File: config.mk
export PLATFORM = sky130hd
export DESIGN_NAME = txb_dev_end_flat
export DESIGN_NICKNAME = d
export VERILOG_FILES = /design/src/txb_pkg.sv /design/src/txb_link_if.sv /design/src/txb_fifo.sv /design/src/txb_dev_end.sv /design/src/flat_wrapper.sv
export VERILOG_INCLUDE_DIRS = /design/src
export SDC_FILE = /design/constraint.sdc
export NUM_CORES = 1
export LEC_CHECK = 0
export ABC_AREA = 1
export BUFFER_PORTS_ARGS = -buffer_cell sky130_fd_sc_hd__buf_2
export CAP_MARGIN = 20
export CORE_ASPECT_RATIO = 0.9
export CORE_MARGIN = 4
export CORE_UTILIZATION = 60
export DETAILED_ROUTE_END_ITERATION = 16
export GPL_TIMING_DRIVEN = 1
export PLACE_DENSITY_LB_ADDON = 0.08
export SLEW_MARGIN = 20
export SYNTH_ARGS = -nofsm -noshare
export SYNTH_HDL_FRONTEND = slang
export SYNTH_HIERARCHICAL = 1
export SYNTH_SLANG_ARGS = --single-unit
File: constraint.sdc
create_clock -name core_clk -period 12.45 [get_ports core_clk]
set_input_delay 1.245 -clock core_clk [delete_from_list [all_inputs] [get_ports core_clk]]
set_output_delay 1.245 -clock core_clk [all_outputs]
set_load 0.01 [all_outputs]
File: src/txb_defs.svh
// field positions, codes and limits of the transmit buffer command words
`ifndef TXB_DEFS_SVH
`define TXB_DEFS_SVH
`define TXB_WORD_W      32
`define TXB_FIFO_DEPTH  8
`define TXB_A_SIZE_MSB  10
`define TXB_A_SIZE_LSB  0
`define TXB_A_LS_BIT    12
`define TXB_A_FS_BIT    13
`define TXB_A_OFF_MSB   20
`define TXB_A_OFF_LSB   16
`define TXB_A_ALN_MSB   25
`define TXB_A_ALN_LSB   24
`define TXB_B_LEN_MSB   10
`define TXB_B_LEN_LSB   0
`define TXB_B_NOPAD_BIT 12
`define TXB_B_NOCRC_BIT 13
`define TXB_B_TAG_MSB   31
`define TXB_B_TAG_LSB   16
`define TXB_ALN_4       2'h0
`define TXB_ALN_16      2'h1
`define TXB_ALN_32      2'h2
`define TXB_MIN_MID     11'h004
`define TXB_MAX_FRAGS   7'h56
`endif

File: src/txb_pkg.sv
// types and shared arithmetic of the transmit buffer command parser
package txb_pkg;
`include "txb_defs.svh"

	typedef enum logic [2:0] {ST_CMDA, ST_CMDB, ST_SKIP, ST_DATA, ST_TAIL} txb_dev_state_type;
	typedef enum logic [1:0] {HS_IDLE, HS_CMDA, HS_CMDB, HS_DATA} txb_host_state_type;

	// alignment in bytes; the reserved code is treated as 4-byte
	function automatic logic [12:0] txbAlignBytes(input logic [1:0] sel);
		unique case (sel)
			`TXB_ALN_16: txbAlignBytes = 13'h0010;
			`TXB_ALN_32: txbAlignBytes = 13'h0020;
			default:     txbAlignBytes = 13'h0004;
		endcase
	endfunction

	// dwords in the buffer after the command words: offset, payload and filler
	function automatic logic [10:0] txbTotalDw(input logic [4:0] off, input logic [10:0] size,
		input logic [1:0] aln);
		logic [12:0] endByte;
		logic [12:0] mask;
		endByte = {8'h00, off} + {2'h0, size} + txbAlignBytes(aln) - 13'h0001;
		mask    = txbAlignBytes(aln) - 13'h0001;
		endByte = endByte & ~mask;
		txbTotalDw = endByte[12:2];
	endfunction

	// dwords that carry at least one payload byte
	function automatic logic [10:0] txbDataDw(input logic [1:0] lane, input logic [10:0] size);
		logic [12:0] sum;
		sum = {11'h000, lane} + {2'h0, size} + 13'h0003;
		// an empty buffer carries no payload word, whatever its start lane
		txbDataDw = (size == 11'h000) ? 11'h000 : sum[12:2];
	endfunction
endpackage

File: src/txb_link_if.sv
// word link from the host end into the device transmit data FIFO
`timescale 1ns/1ps
interface txb_link_if;
	logic [31:0] word;
	logic        wordValid;
	logic        wordReady;

	modport hostEnd (output word, output wordValid, input wordReady);
	modport devEnd  (input word, input wordValid, output wordReady);
endinterface

File: src/txb_fifo.sv
// small synchronous word FIFO with valid/ready on both sides
`timescale 1ns/1ps
module txb_fifo #(
	parameter int WIDTH = 32,
	parameter int DEPTH = 8
) (
	// clock and reset
	input  wire logic             core_clk,
	input  wire logic             sys_rst,
	// fill side
	input  wire logic [WIDTH-1:0] inData,
	input  wire logic             inValid,
	output logic                  inReady,
	// drain side
	output logic [WIDTH-1:0]      outData,
	output logic                  outValid,
	input  wire logic             outReady
);
	localparam int AW = $clog2(DEPTH);

	logic [WIDTH-1:0] memQ [DEPTH];
	logic [AW-1:0]    wrPtrQ;
	logic [AW-1:0]    rdPtrQ;
	logic [AW:0]      countQ;
	logic             push;
	logic             pop;

	// honest flags straight from the occupancy count
	// depth compared at the count's full width; an address-wide cast of the depth would wrap to zero
	assign inReady  = (countQ != (AW+1)'(DEPTH));
	assign outValid = (countQ != '0);
	assign outData  = memQ[rdPtrQ];
	assign push     = inValid && inReady;
	assign pop      = outValid && outReady;

	// storage has no reset; only pointers matter
	always_ff @(posedge core_clk) begin
		if (push) begin
			memQ[wrPtrQ] <= inData;
		end
	end

	// pointers wrap naturally at a power-of-two depth
	always_ff @(posedge core_clk) begin
		if (sys_rst) begin
			wrPtrQ <= '0;
			rdPtrQ <= '0;
			countQ <= '0;
		end else begin
			if (push) wrPtrQ <= wrPtrQ + AW'(1);
			if (pop) rdPtrQ <= rdPtrQ + AW'(1);
			countQ <= countQ + (AW+1)'(push) - (AW+1)'(pop);
		end
	end
endmodule // txb_fifo

File: src/txb_dev_end.sv
// device end: parses command/data words and forwards valid payload bytes
// What the document requires of the transmit path
// command A bits 10:0 give payload bytes
// derive and discard trailing filler dwords
// sum buffer sizes, flag mismatch with length
// copy packet tag into status word
// command B bit 13 suppresses CRC
// bit 12 clear pads short frames
// padding off still forces CRC on
// command B bits 10:0 give packet length
// host writes reserved bits as zero
// payload starts after command A, plus command B on a first segment
// offset low bits pick first byte lane
// offset bits 4:2 skip whole dwords
// unused trailing bytes never reach MAC
// end filler to 4/16/32 bytes, removed
// middle buffers hold at least four bytes
// MAC side takes packets store-and-forward
// host keeps packet MAC space within 2036
// only payload-bearing dwords reach MAC FIFO
// up to 86 buffers is always safe
// command A bit 13 marks first segment
// command A bit 12 marks last segment
`timescale 1ns/1ps
`include "txb_defs.svh"
module txb_dev_end
	import txb_pkg::*;
(
	// clock and reset
	input  wire logic        core_clk,
	input  wire logic        sys_rst,
	// host word link
	txb_link_if.devEnd       link,
	// mac_tx_fifo_layer write side
	output logic [31:0]      macData,
	output logic [3:0]       macByteEn,
	output logic             macValid,
	output logic             macLast,
	output logic             macAddCrc,
	output logic             macAddPad,
	input  wire logic        macReady,
	// per-packet status
	output logic             statusValid,
	output logic [15:0]      statusTag,
	output logic             statusLenErr,
	// sticky tx_error_flag
	output logic             txErrorFlag,
	input  wire logic        txErrorClear
);
	logic [31:0]       fifoWord;
	logic              fifoValid;
	logic              fifoPop;
	txb_dev_state_type stateQ;
	txb_dev_state_type stateD;
	logic [31:0]       cmdAQ;
	logic [31:0]       hdrWord;
	logic [10:0]       cntQ;
	logic [10:0]       cntD;
	logic              firstWordQ;
	logic [11:0]       sumQ;
	logic [10:0]       pktLenQ;
	logic              take;
	logic              outFree;
	logic              bufDone;
	logic [4:0]        offs;
	logic [10:0]       bufSize;
	logic [10:0]       skipDw;
	logic [10:0]       dataDw;
	logic [10:0]       tailDw;
	logic [1:0]        endLane;
	logic              pktEnd;
	logic              lenMismatch;

	// eight-word buffer between the link and the parser; its ready is the link back-pressure
	txb_fifo #(
		.WIDTH(`TXB_WORD_W),
		.DEPTH(`TXB_FIFO_DEPTH)
	) u_fifo (
		.core_clk(core_clk),
		.sys_rst (sys_rst),
		.inData  (link.word),
		.inValid (link.wordValid),
		.inReady (link.wordReady),
		.outData (fifoWord),
		.outValid(fifoValid),
		.outReady(fifoPop)
	);

	// byte-enable mask for lanes lo..hi
	function automatic logic [3:0] laneMask(input logic [1:0] lo, input logic [1:0] hi);
		logic [3:0] m;
		m = 4'h0;
		for (int i = 0; i < 4; i++) begin
			m[i] = (2'(i) >= lo) && (2'(i) <= hi);
		end
		laneMask = m;
	endfunction

	// command A is still on the FIFO head while in the first state
	assign hdrWord = (stateQ == ST_CMDA) ? fifoWord : cmdAQ;
	assign offs    = hdrWord[`TXB_A_OFF_MSB:`TXB_A_OFF_LSB];
	assign bufSize = hdrWord[`TXB_A_SIZE_MSB:`TXB_A_SIZE_LSB];
	assign skipDw  = {8'h00, offs[4:2]};
	assign dataDw  = txbDataDw(offs[1:0], bufSize);
	// whole filler dwords left over after the payload
	assign tailDw  = txbTotalDw(offs, bufSize, hdrWord[`TXB_A_ALN_MSB:`TXB_A_ALN_LSB]) - skipDw - dataDw;
	assign endLane = 2'(offs[1:0] + bufSize[1:0] - 2'h1);

	// a data word only moves when the output register is free; command B waits too,
	// so the per-packet controls cannot change under a pending last word
	assign outFree = !macValid || macReady;
	assign take    = fifoValid && (((stateQ != ST_DATA) && (stateQ != ST_CMDB)) || outFree);
	assign fifoPop = take;

	// phase sequencing: header, skip, data, filler; empty phases are jumped over
	always_comb begin
		stateD  = stateQ;
		cntD    = cntQ;
		bufDone = 1'b0;
		if (take) begin
			unique case (stateQ)
				ST_CMDA, ST_CMDB: begin
					if (stateQ == ST_CMDA && fifoWord[`TXB_A_FS_BIT]) begin
						stateD = ST_CMDB;
					end else if (skipDw != 11'h000) begin
						stateD = ST_SKIP;
						cntD   = skipDw;
					end else if (dataDw != 11'h000) begin
						stateD = ST_DATA;
						cntD   = dataDw;
					end else if (tailDw != 11'h000) begin
						stateD = ST_TAIL;
						cntD   = tailDw;
					end else begin
						stateD  = ST_CMDA;
						bufDone = 1'b1;
					end
				end
				ST_SKIP: begin
					cntD = cntQ - 11'h001;
					if (cntQ == 11'h001) begin
						if (dataDw != 11'h000) begin
							stateD = ST_DATA;
							cntD   = dataDw;
						end else if (tailDw != 11'h000) begin
							stateD = ST_TAIL;
							cntD   = tailDw;
						end else begin
							stateD  = ST_CMDA;
							bufDone = 1'b1;
						end
					end
				end
				ST_DATA: begin
					cntD = cntQ - 11'h001;
					if (cntQ == 11'h001) begin
						if (tailDw != 11'h000) begin
							stateD = ST_TAIL;
							cntD   = tailDw;
						end else begin
							stateD  = ST_CMDA;
							bufDone = 1'b1;
						end
					end
				end
				ST_TAIL: begin
					cntD = cntQ - 11'h001;
					if (cntQ == 11'h001) begin
						stateD  = ST_CMDA;
						bufDone = 1'b1;
					end
				end
			endcase
		end
	end

	// state, counter and stored command A
	always_ff @(posedge core_clk) begin
		if (sys_rst) begin
			stateQ <= ST_CMDA;
			cntQ   <= 11'h000;
			cmdAQ  <= 32'h0000_0000;
		end else begin
			stateQ <= stateD;
			cntQ   <= cntD;
			if (take && stateQ == ST_CMDA) cmdAQ <= fifoWord;
		end
	end

	// first payload word of a buffer gets the start-lane mask
	always_ff @(posedge core_clk) begin
		if (sys_rst) begin
			firstWordQ <= 1'b1;
		end else if (take) begin
			firstWordQ <= (stateD != ST_DATA) || (stateQ != ST_DATA);
		end
	end

	// running size sum restarts on a first segment
	always_ff @(posedge core_clk) begin
		if (sys_rst) begin
			sumQ <= 12'h000;
		end else if (take && stateQ == ST_CMDA) begin
			if (fifoWord[`TXB_A_FS_BIT]) sumQ <= {1'b0, bufSize};
			else sumQ <= sumQ + {1'b0, bufSize};
		end
	end

	// command B controls held for the whole packet
	always_ff @(posedge core_clk) begin
		if (sys_rst) begin
			pktLenQ   <= 11'h000;
			statusTag <= 16'h0000;
			macAddCrc <= 1'b1;
			macAddPad <= 1'b1;
		end else if (take && stateQ == ST_CMDB) begin
			pktLenQ   <= fifoWord[`TXB_B_LEN_MSB:`TXB_B_LEN_LSB];
			statusTag <= fifoWord[`TXB_B_TAG_MSB:`TXB_B_TAG_LSB];
			// padding suppressed forces the checksum back on
			macAddCrc <= !fifoWord[`TXB_B_NOCRC_BIT] || fifoWord[`TXB_B_NOPAD_BIT];
			macAddPad <= !fifoWord[`TXB_B_NOPAD_BIT];
		end
	end

	// only payload dwords reach the MAC, with unused lanes masked off
	always_ff @(posedge core_clk) begin
		if (sys_rst) begin
			macData   <= 32'h0000_0000;
			macByteEn <= 4'h0;
			macValid  <= 1'b0;
			macLast   <= 1'b0;
		end else if (outFree) begin
			macValid <= take && (stateQ == ST_DATA);
			if (take && stateQ == ST_DATA) begin
				macData   <= fifoWord;
				macByteEn <= laneMask(firstWordQ ? offs[1:0] : 2'h0,
					(cntQ == 11'h001) ? endLane : 2'h3);
				// packet closes on the last payload word of a last segment
				macLast   <= (cntQ == 11'h001) && cmdAQ[`TXB_A_LS_BIT];
			end
		end
	end

	// length check at the close of the last segment
	assign pktEnd      = bufDone && hdrWord[`TXB_A_LS_BIT];
	assign lenMismatch = sumQ[10:0] != pktLenQ || sumQ[11];

	// one status pulse per packet
	always_ff @(posedge core_clk) begin
		if (sys_rst) begin
			statusValid  <= 1'b0;
			statusLenErr <= 1'b0;
		end else begin
			statusValid <= pktEnd;
			if (pktEnd) statusLenErr <= lenMismatch;
		end
	end

	// sticky error; a new mismatch wins over a clear in the same cycle
	always_ff @(posedge core_clk) begin
		if (sys_rst) begin
			txErrorFlag <= 1'b0;
		end else if (pktEnd && lenMismatch) begin
			txErrorFlag <= 1'b1;
		end else if (txErrorClear) begin
			txErrorFlag <= 1'b0;
		end
	end
endmodule // txb_dev_end

File: src/flat_wrapper.sv
// flat-port wrapper written by rule: the top's interface ports become plain ports
module txb_dev_end_flat import txb_pkg::*;
  (core_clk, sys_rst, macData, macByteEn, macValid, macLast, macAddCrc, macAddPad, macReady, statusValid, statusTag, statusLenErr, txErrorFlag, txErrorClear, link_word, link_wordValid, link_wordReady);
  txb_link_if link_i ();
  input  wire logic core_clk;
  input  wire logic sys_rst;
  output logic [31:0] macData;
  output logic [3:0] macByteEn;
  output logic macValid;
  output logic macLast;
  output logic macAddCrc;
  output logic macAddPad;
  input  wire logic macReady;
  output logic statusValid;
  output logic [15:0] statusTag;
  output logic statusLenErr;
  output logic txErrorFlag;
  input  wire logic txErrorClear;
  input wire logic [$bits(link_i.word)-1:0] link_word;
  input wire logic [$bits(link_i.wordValid)-1:0] link_wordValid;
  output wire logic [$bits(link_i.wordReady)-1:0] link_wordReady;
  assign link_i.word = link_word;
  assign link_i.wordValid = link_wordValid;
  assign link_wordReady = link_i.wordReady;
  txb_dev_end u_core (.core_clk(core_clk), .sys_rst(sys_rst), .link(link_i), .macData(macData), .macByteEn(macByteEn), .macValid(macValid), .macLast(macLast), .macAddCrc(macAddCrc), .macAddPad(macAddPad), .macReady(macReady), .statusValid(statusValid), .statusTag(statusTag), .statusLenErr(statusLenErr), .txErrorFlag(txErrorFlag), .txErrorClear(txErrorClear));
endmodule
==> impl_results.md, run 1 <==
* Core ar. at 33100 um2
* Clock Skew at 0.0104 ns
* Count of cell types in the netlist at 53
* WP data required at 12.88 ns
* Antenna Nets Post-Route at 0
* Share of cells above drive strength 1 at 10.2%
* Post-CTS Resized at 0
* # clock sinks at 385
* Asr flop ratio synth at 0%
* Grt ovf at 0
* Reg clk slew, reported paths at 0.06 ns
* Top cell type's share of synthesized area at 38.0%
* Slew margin rel. at 30.9%
* Postcts setup bufs at 0
* CP startpoint kind: flop
* Clock root buffer: clkbuf_16
* # hold bufs at CTS at 0
* Outcome: completed
* Minimum clock period at 8.50 ns
* Setup violators final at 0
* Drt wl/cell at 18.4 um
* Yosys warning total at 6
* Fillcell total at 2747
* Drt total wl at 55200 um
* Avg Cell Area, Syn at 8.20 um2
* Post-DP HPWL at 36600 um
* Critical Path Sink Type: flop
* Measured slew at the worst slew-check pin at 1.03 ns
* Initial Util at 61.2%
* Arrival time worst endpoint at 8.94 ns
* RSZ-0062 raised after global routing: false
* Die H at 182 um
* Ys flop type: edfxtp_1
* Fin worst setup slack at 3.95 ns
* CTS Buf Count at 40
* Seq/Total Area, Yosys at 50.7%
* Hold Vio Cnt, Final at 0
* Chip Width at 202 um
* Vias in the first global route at 15.5k
* Top achievable clock speed at 118 MHz
* Hold Path Class: flop to flop
* # IOs at 97
* Final instance area at 22200 um2
* Post-Route Setup TNS at 0 ns
* DRC Markers at 0
* Worst path slowest cell: clkinv_2
* 1st-pass router iterations at 5
* Pre-CTS setup slack at 4.14 ns
* Maxcap violations at 0
* DP Area at 21000 um2
* Mapped Nets at 2584
* Post-synthesis cell count at 2468
* TritonCTS clock tree: built
* Layout overhead on the synthesized area at 9.81%
* Clk_lat worst skew at 0.53 ns
* Max incr delay on CP at 0.96 ns
* Slew Viols, Final at 0
* Critical Path Most Common Cell: nand2_1
* Maximum buffer depth of the clock tree at 3
* Largest net degree at the start of global routing at 68
* Total GRT Usage at 29.8%
* Post-Syn Area at 20200 um2
* Via/cell ratio at 5.48
* GPL Wtd Cong at 1.01
* Port Buffers at 96
* Count leader, synth: nand2_1
* Synth top area cells: edfxtp_1 38%, nand2_1 13%, dfxtp_1 13%
* Cell taking the most area after synthesis: edfxtp_1
* Die area at 36800 um2
* First-pass GRT wire length at 86400 um
* CP Class: flop to flop
* Synth Register Bits at 385
* Num rows at 63
* H-tree depth at 2
* Period Utilization, post-route at 68.3%
* Synth top cells by count: 721 x nand2_1, 444 x inv_1, 256 x edfxtp_1
* Hold wc startpoint: u_core/cmdAQ[9]$_SDFFE_PP0P_
* CP Max Fanout at 65
* Post-synth EDFFs at 256
* Via count at 16.4k
* DR iter-0 viols at 1391
* Nets at 2656
* Initial antenna violation count at 5
## cells in the final DEF, fill, tap and decap left out, types with 6 or more instances in the layout
cell type  Yosys  layout
fa_1           9       9
o21ai_0      102     102
clkbuf_16      0      40
nand3b_1      17      17
ha_1          70      70
clkbuf_1      36       8
a22oi_1        6       6
or2_2         11      11
clkinv_2       0       7
nand2_2       17      17
edfxtp_1     256     256
nor2_1       148     139
nor2_2         7       7
buf_4         10      21
nand3_1      209     209
a21oi_2       11      11
buf_2         19      96
xor2_1        13      13
inv_2          6       6
xnor2_1        6       6
nor3_1         8       7
a21oi_1      109     109
o211ai_1       9       9
nand3_2        9       9
nor2_4         3      12
inv_1        444     444
nand4_1       10      10
dfxtp_1      129     127
clkinv_1       2       9
nand2_1      721     721
## critical path: cells and delay by family, from the launching register on
family / cells / cell delay [ns]
simple gates: 18 / 2.55
xor+xnor: 1 / 0.37
flops: 1 / 0.78
compound gates: 3 / 0.40
fa+ha+maj: 6 / 2.27
buf+inv: 6 / 1.90
## cell type report
type	instances	area [um2]	area share [%]
inverter	453	1700	7.67
multi-input combinational	1543	7840	35.3
tap	422	528	2.37
sequential	385	10300	46.2
clock buffer	52	1090	4.88
timing repair buffer	117	638	2.87
clock inverter	19	154	0.692
antenna	3	7.51	0.0338
## kinds of logic after synthesis
kind of cell,synth area share (%)
adders and majority gates,5.22
xor gates and xnor gates,0.822
buffers and inverters,10.9
DFF,50.7
and+or+nand+nor,24.7
AOI/OAI and AO/OA,7.55
## final timing paths
| path | to | slack (ns) | depth (start not counted) |
|---|---|---|---|
| min | u_core/cmdAQ[9]$_SDFFE_PP0P_ | 0.46 | 2 |
| max | u_core/cntQ[0]$_SDFFE_PP0P_ | 3.95 | 34 |
| min reg2reg | u_core/cmdAQ[9]$_SDFFE_PP0P_ | 0.46 | 2 |
| max reg2reg | u_core/cntQ[0]$_SDFFE_PP0P_ | 3.95 | 34 |
## registers in the layout, summed over array words and instances, names as in the netlist, 3 cells and up, named ones only
register / cells
u_core/u_fifo/memQ: 256
u_core/macData: 32
u_core/cmdAQ: 19
u_core/statusTag: 16
u_core/sumQ: 12
u_core/cntQ: 11
u_core/pktLenQ: 11
u_core/macByteEn: 4
u_core/u_fifo/countQ: 4
u_core/stateQ: 3
u_core/u_fifo/rdPtrQ: 3
u_core/u_fifo/wrPtrQ: 3
## layer usage
layer	track usage (%)	part of all wire, %	vias to the layer above	wire (um)
met5	0	0.040	-	22
met4	10.2	3.3	4	1840
met1	43.4	44	7582	24400
met3	6.73	9.7	110	5370
li1	-	-	7996	-
met2	44.6	43	722	23600
## stage by stage
| stage | util (%) | hold slack (ns) | cells |
|---|---|---|---|
| after floorplan | - | 0.430 | 2468 |
| after global placement | 63.4 | 0.440 | 2920 |
| after detailed placement | 63.4 | 0.449 | 2920 |
| after CTS | 67.1 | 0.458 | 2991 |
| after global routing | 67.2 | 0.477 | 2994 |
| final | 67.2 | 0.458 | 2994 |
Power of run 1 is not shown: default switching activity piles up to over one toggle a cycle in this logic, so the estimate is an artifact.
==> run 2, diff against run 1 <==
- clock period: 12.45 -> 8.1 ns (I/O delays scaled with it)
==> impl_results.md, run 2 (synthesis results as in run 1) <==
* Hold Path Class: flop to flop
* Biggest regs: u_core/u_fifo/memQ: 256 flops, u_core/macData: 32 flops, u_core/cmdAQ: 19 flops
* GR Util met3 at 6.49% (-0.25 points)
* Arrival time worst endpoint at 7.44 ns (-1.50 ns)
* Slew margin rel. at 33.5% (+2.6 points)
* DRC Markers at 0 (unchanged)
* CP startpoint kind: flop
* CTS Buf Count at 40 (unchanged)
* Period Utilization, post-route at 86.4% (+18 points)
* Max FFs per register at 256 (unchanged)
* Post-DP HPWL at 36900 um (+0.80%)
* Area occupied by registers at 10300 um2 (unchanged)
* CP Class: flop to flop
* M2 GR Usage at 44.4% (-0.12 points)
* DR iter-0 viols at 1432 (+2.9%)
* Antenna Nets Post-Route at 0 (unchanged)
* # clock sinks at 385 (unchanged)
* Initial antenna violation count at 1 (-4)
* Layout overhead on the synthesized area at 10.6%
* Initial Util at 61.2% (unchanged)
* Nets at 2664 (+0.30%)
* Most frequent cells in the layout: 721 x nand2_1, 444 x inv_1, 256 x edfxtp_1
* Grt ovf at 0 (unchanged)
* Max incr delay on CP at 0.50 ns (-0.46 ns)
* Chip Width at 202 um (unchanged)
* Slew Viols, Final at 0 (unchanged)
* Via/cell ratio at 5.48 (about the same)
* Num rows at 63 (unchanged)
* Port Buffers at 96 (unchanged)
* WP data required at 8.54 ns (-4.34 ns)
* Clock Skew at 0.0157 ns (+0.00528 ns)
* Total GRT Usage at 29.6% (-0.19 points)
* Share of cells above drive strength 1 at 10.5% (+0.34 points)
* Post-Route Setup TNS at 0 ns (unchanged)
* Via count at 16.5k (+0.30%)
* Commonest non-fill, non-tap cell in the layout: nand2_1
* # hold bufs at CTS at 0 (unchanged)
* Worst path slowest cell: buf_4
* Drt total wl at 55100 um (-0.15%)
* GPL Wtd Cong at 1.02 (+1.4%)
* Outcome: completed
* Area of the multi-input gates at 7840 um2 (about the same)
* Met1 GRT Util at 43.7% (+0.37 points)
* Critical Path Most Common Cell: nand2_1
* # IOs at 97 (unchanged)
* Drt wl/cell at 18.4 um (-0.48%)
* Postcts setup bufs at 0 (unchanged)
* RSZ-0062 raised after global routing: false
* Largest net degree at the start of global routing at 129 (+90%)
* TritonCTS clock tree: built
* Clk_lat worst skew at 0.54 ns (about the same)
* Worst path buffer plus inverter count at 8 (+2)
* Maximum buffer depth of the clock tree at 3 (unchanged)
* Critical Path Sink Type: flop
* Clock root buffer: clkbuf_16
* Top achievable clock speed at 143 MHz (+22%)
* Vias in the first global route at 15.4k (-0.60%)
* Maxcap violations at 0 (unchanged)
* Hold Vio Cnt, Final at 0 (unchanged)
* 1st-pass router iterations at 6 (+1)
* Reg clk slew, reported paths at 0.06 ns (about the same)
* Core ar. at 33100 um2 (unchanged)
* H-tree depth at 2 (unchanged)
* CP top delay family: simple AND/OR/NAND/NOR gates
* Setup violators final at 0 (unchanged)
* Post-CTS Resized at 0 (unchanged)
* CP Max Fanout at 47 (-28%)
* Fillcell total at 2716 (-1.1%)
* First-pass GRT wire length at 85700 um (-0.80%)
* Most used routing layer: met2
* Biggest register: u_core/u_fifo/memQ
* Die H at 182 um (unchanged)
* Die area at 36800 um2 (unchanged)
* Minimum clock period at 7.00 ns (-1.51 ns)
* Measured slew at the worst slew-check pin at 0.996 ns (-0.0317 ns)
[run 2: layout make-up]
| class | count | share of cell area [%] |
|---|---|---|
| diodes | 2 | 0.0223 |
| clock buffers | 53 | 4.96 |
| clock inverters | 21 | 1.03 |
| inverters | 453 | 7.61 |
| multi-input cells | 1543 | 35.0 |
| flip-flops and latches | 385 | 45.9 |
| well taps | 422 | 2.36 |
| repair buffers | 125 | 3.17 |
[run 2: final timing paths]
kind	start	slack [ns]	cells after the start	endpoint
worst max register to register	flop	1.10	40	u_core/cntQ[0]$_SDFFE_PP0P_
worst min register to register	u_core/cmdAQ[16]$_SDFFE_PP0P_	0.46	2	u_core/cmdAQ[16]$_SDFFE_PP0P_
worst max-delay path	flop	1.10	40	u_core/cntQ[0]$_SDFFE_PP0P_
worst min-delay path	u_core/cmdAQ[16]$_SDFFE_PP0P_	0.46	2	u_core/cmdAQ[16]$_SDFFE_PP0P_
[run 2: worst reg2reg max path, delay by kind of cell, from the launching register on]
kind | cells | cell delay [ns]
compound gates | 7 | 1.11
fa+ha+maj | 5 | 1.77
buf+inv | 8 | 0.99
flops | 1 | 0.34
simple gates | 20 | 2.71
[run 2: per-stage QoR]
stage | setup WS, ns | cell area [um2] | utilization [%] | hold slack [ns] | instances
final | 1.10 | 22400 | 67.7 | 0.460 | 3004
after global routing | 0.507 | 22400 | 67.6 | 0.484 | 3002
after CTS | 1.19 | 22400 | 67.6 | 0.457 | 3002
after detailed placement | 1.21 | 21100 | 63.6 | 0.449 | 2928
after global placement | 1.27 | 21100 | 63.6 | 0.440 | 2928
after floorplan | 2.39 | 20200 | - | 0.430 | 2468
[run 2: metal layers]
metal,up-vias,routed length (um)
li1,8016,-
met1,7659,24800
met2,694,23600
met3,95,5340
met4,0,1460
met5,-,0
Power of run 2 is left out for the same reason.
==> run 3, diff against run 2 <==
- CORE_ASPECT_RATIO: 0.9 -> 0.75
==> impl_results.md, run 3 (synthesis results as in run 1) <==
* Minimum clock period at 7.49 ns (+0.494 ns)
* Post-CTS Resized at 0 (unchanged)
* Slew Viols, Final at 0 (unchanged)
* Total GRT Usage at 29.7% (+0.068 points)
* First-pass GRT wire length at 85700 um (about the same)
* Port Buffers at 96 (unchanged)
* Chip Width at 220 um (+9.2%)
* Drt wl/cell at 18.1 um (-1.2%)
* Via count at 16.6k (+0.64%)
* Final instance area at 22200 um2 (-0.84%)
* Clock Skew at 0.0190 ns (+0.00335 ns)
* Arrival time worst endpoint at 7.92 ns (+0.48 ns)
* Commonest non-fill, non-tap cell in the layout: nand2_1
* Drt total wl at 54700 um (-0.88%)
* Most frequent cells in the layout: 721 x nand2_1, 444 x inv_1, 256 x edfxtp_1
* Biggest regs: u_core/u_fifo/memQ: 256 flops, u_core/macData: 32 flops, u_core/cmdAQ: 19 flops
* Initial antenna violation count at 3 (+2)
* TritonCTS clock tree: built
* Core ar. at 32800 um2 (-0.91%)
* Nets at 2660 (-0.15%)
* Die H at 167 um (-8.3%)
* # hold bufs at CTS at 0 (unchanged)
* Top achievable clock speed at 134 MHz (-6.6%)
* Biggest register: u_core/u_fifo/memQ
* CP startpoint kind: flop
* Share of cells above drive strength 1 at 10.2% (-0.27 points)
* DP Area at 21100 um2 (about the same)
* Slew margin rel. at 34.6% (+1.1 points)
* DR iter-0 viols at 1880 (+31%)
* Hold Path Class: flop to flop
* Maxcap violations at 0 (unchanged)
* # IOs at 97 (unchanged)
* Clock root buffer: clkbuf_16
* Layout overhead on the synthesized area at 9.70%
* Max incr delay on CP at 0.81 ns (+0.31 ns)
* H-tree depth at 2 (unchanged)
* Critical Path Most Common Cell: nand2_1
* Hold WS at 0.464 ns (+0.00477 ns)
* Vias in the first global route at 15.4k (-0.31%)
* Via/cell ratio at 5.50 (+0.34%)
* DRC Markers at 0 (unchanged)
* RSZ-0062 raised after global routing: false
* Setup violators final at 0 (unchanged)
* Grt ovf at 0 (unchanged)
* Num rows at 57 (-9.5%)
* Worst path slowest cell: dfxtp_4
* Hold Vio Cnt, Final at 0 (unchanged)
* Initial Util at 61.7% (+0.56 points)
* Final core utilization at 67.7% (about the same)
* Clk_lat worst skew at 0.54 ns (about the same)
* 1st-pass router iterations at 6 (unchanged)
* Maximum buffer depth of the clock tree at 3 (unchanged)
* Period Utilization, post-route at 92.5% (+6.1 points)
* Post-DP HPWL at 36800 um (-0.33%)
* CP Class: flop to flop
* WP data required at 8.53 ns (about the same)
* Measured slew at the worst slew-check pin at 0.980 ns (-0.0162 ns)
* # clock sinks at 385 (unchanged)
* Postcts setup bufs at 0 (unchanged)
* Max FFs per register at 256 (unchanged)
* CTS Buf Count at 38 (-5.0%)
* Reg clk slew, reported paths at 0.06 ns (about the same)
* GPL Wtd Cong at 0.987 (-3.4%)
* Outcome: completed
* Antenna Nets Post-Route at 0 (unchanged)
* Die area at 36800 um2 (about the same)
* CP Max Fanout at 63 (+34%)
* Largest net degree at the start of global routing at 77 (-40%)
* Post-Route Setup TNS at 0 ns (unchanged)
* Critical Path Sink Type: flop
-- run 3: cell count changes in the layout (fill, tap and decap cells not counted) --
cell,change
clkinv_4,+1
inv_6,+1
inv_4,+1
clkbuf_8,-2
clkbuf_1,+5
clkinvlp_4,+1
bufinv_16,-4
clkinv_2,-2
buf_4,-1
clkbuf_16,-2
diode_2,-1
buf_12,-1
clkinv_1,-7
-- run 3: layout make-up --
type / instances / area [um2]
well taps: 442 / 553
flip-flops and latches: 385 / 10300
fillers: 2696 / 10600
multi-input cells: 1543 / 7840
clock inverters: 12 / 105
repair buffers: 123 / 683
inverters: 453 / 1700
clock buffers: 54 / 1050
diodes: 1 / 2.50
-- run 3: critical path: cells and delay by family, from the launching register on --
| kind | cells | cell delay, ns |
|---|---|---|
| AO/OA/AOI/OAI | 4 | 0.80 |
| XOR/XNOR | 1 | 0.33 |
| flip-flops | 1 | 0.81 |
| adder cells (fa/ha/maj) | 6 | 2.26 |
| buffers and inverters | 7 | 1.07 |
| AND/OR/NAND/NOR | 16 | 2.08 |
-- run 3: final timing paths --
path                           startpoint                      endpoint  slack, ns  cells after the start
max                                  flop   u_core/cntQ[0]$_SDFFE_PP0P_       0.61                     34
min          u_core/cmdAQ[0]$_SDFFE_PP0P_  u_core/cmdAQ[0]$_SDFFE_PP0P_       0.46                      2
max reg2reg                          flop   u_core/cntQ[0]$_SDFFE_PP0P_       0.61                     34
min reg2reg  u_core/cmdAQ[0]$_SDFFE_PP0P_  u_core/cmdAQ[0]$_SDFFE_PP0P_       0.46                      2
-- run 3: stage by stage --
stage	std cells	setup WS (ns)
5_1_grt	3013	0.0165
2_1_floorplan	2468	2.39
6_report	3013	0.610
3_5_place_dp	2946	0.849
4_1_cts	3012	0.803
3_3_place_gp	2946	1.04
-- run 3: per-layer routing --
layer  share of wire (%)  vias to the layer above  global-route usage, %
met5               0.038                        -                      0
met4                 1.9                        4                   7.07
met3                 9.3                       81                   5.56
met2                  42                      723                   43.7
met1                  46                     7761                   45.7
li1                    -                     8001                      -
Power of run 3 is left out for the same reason.
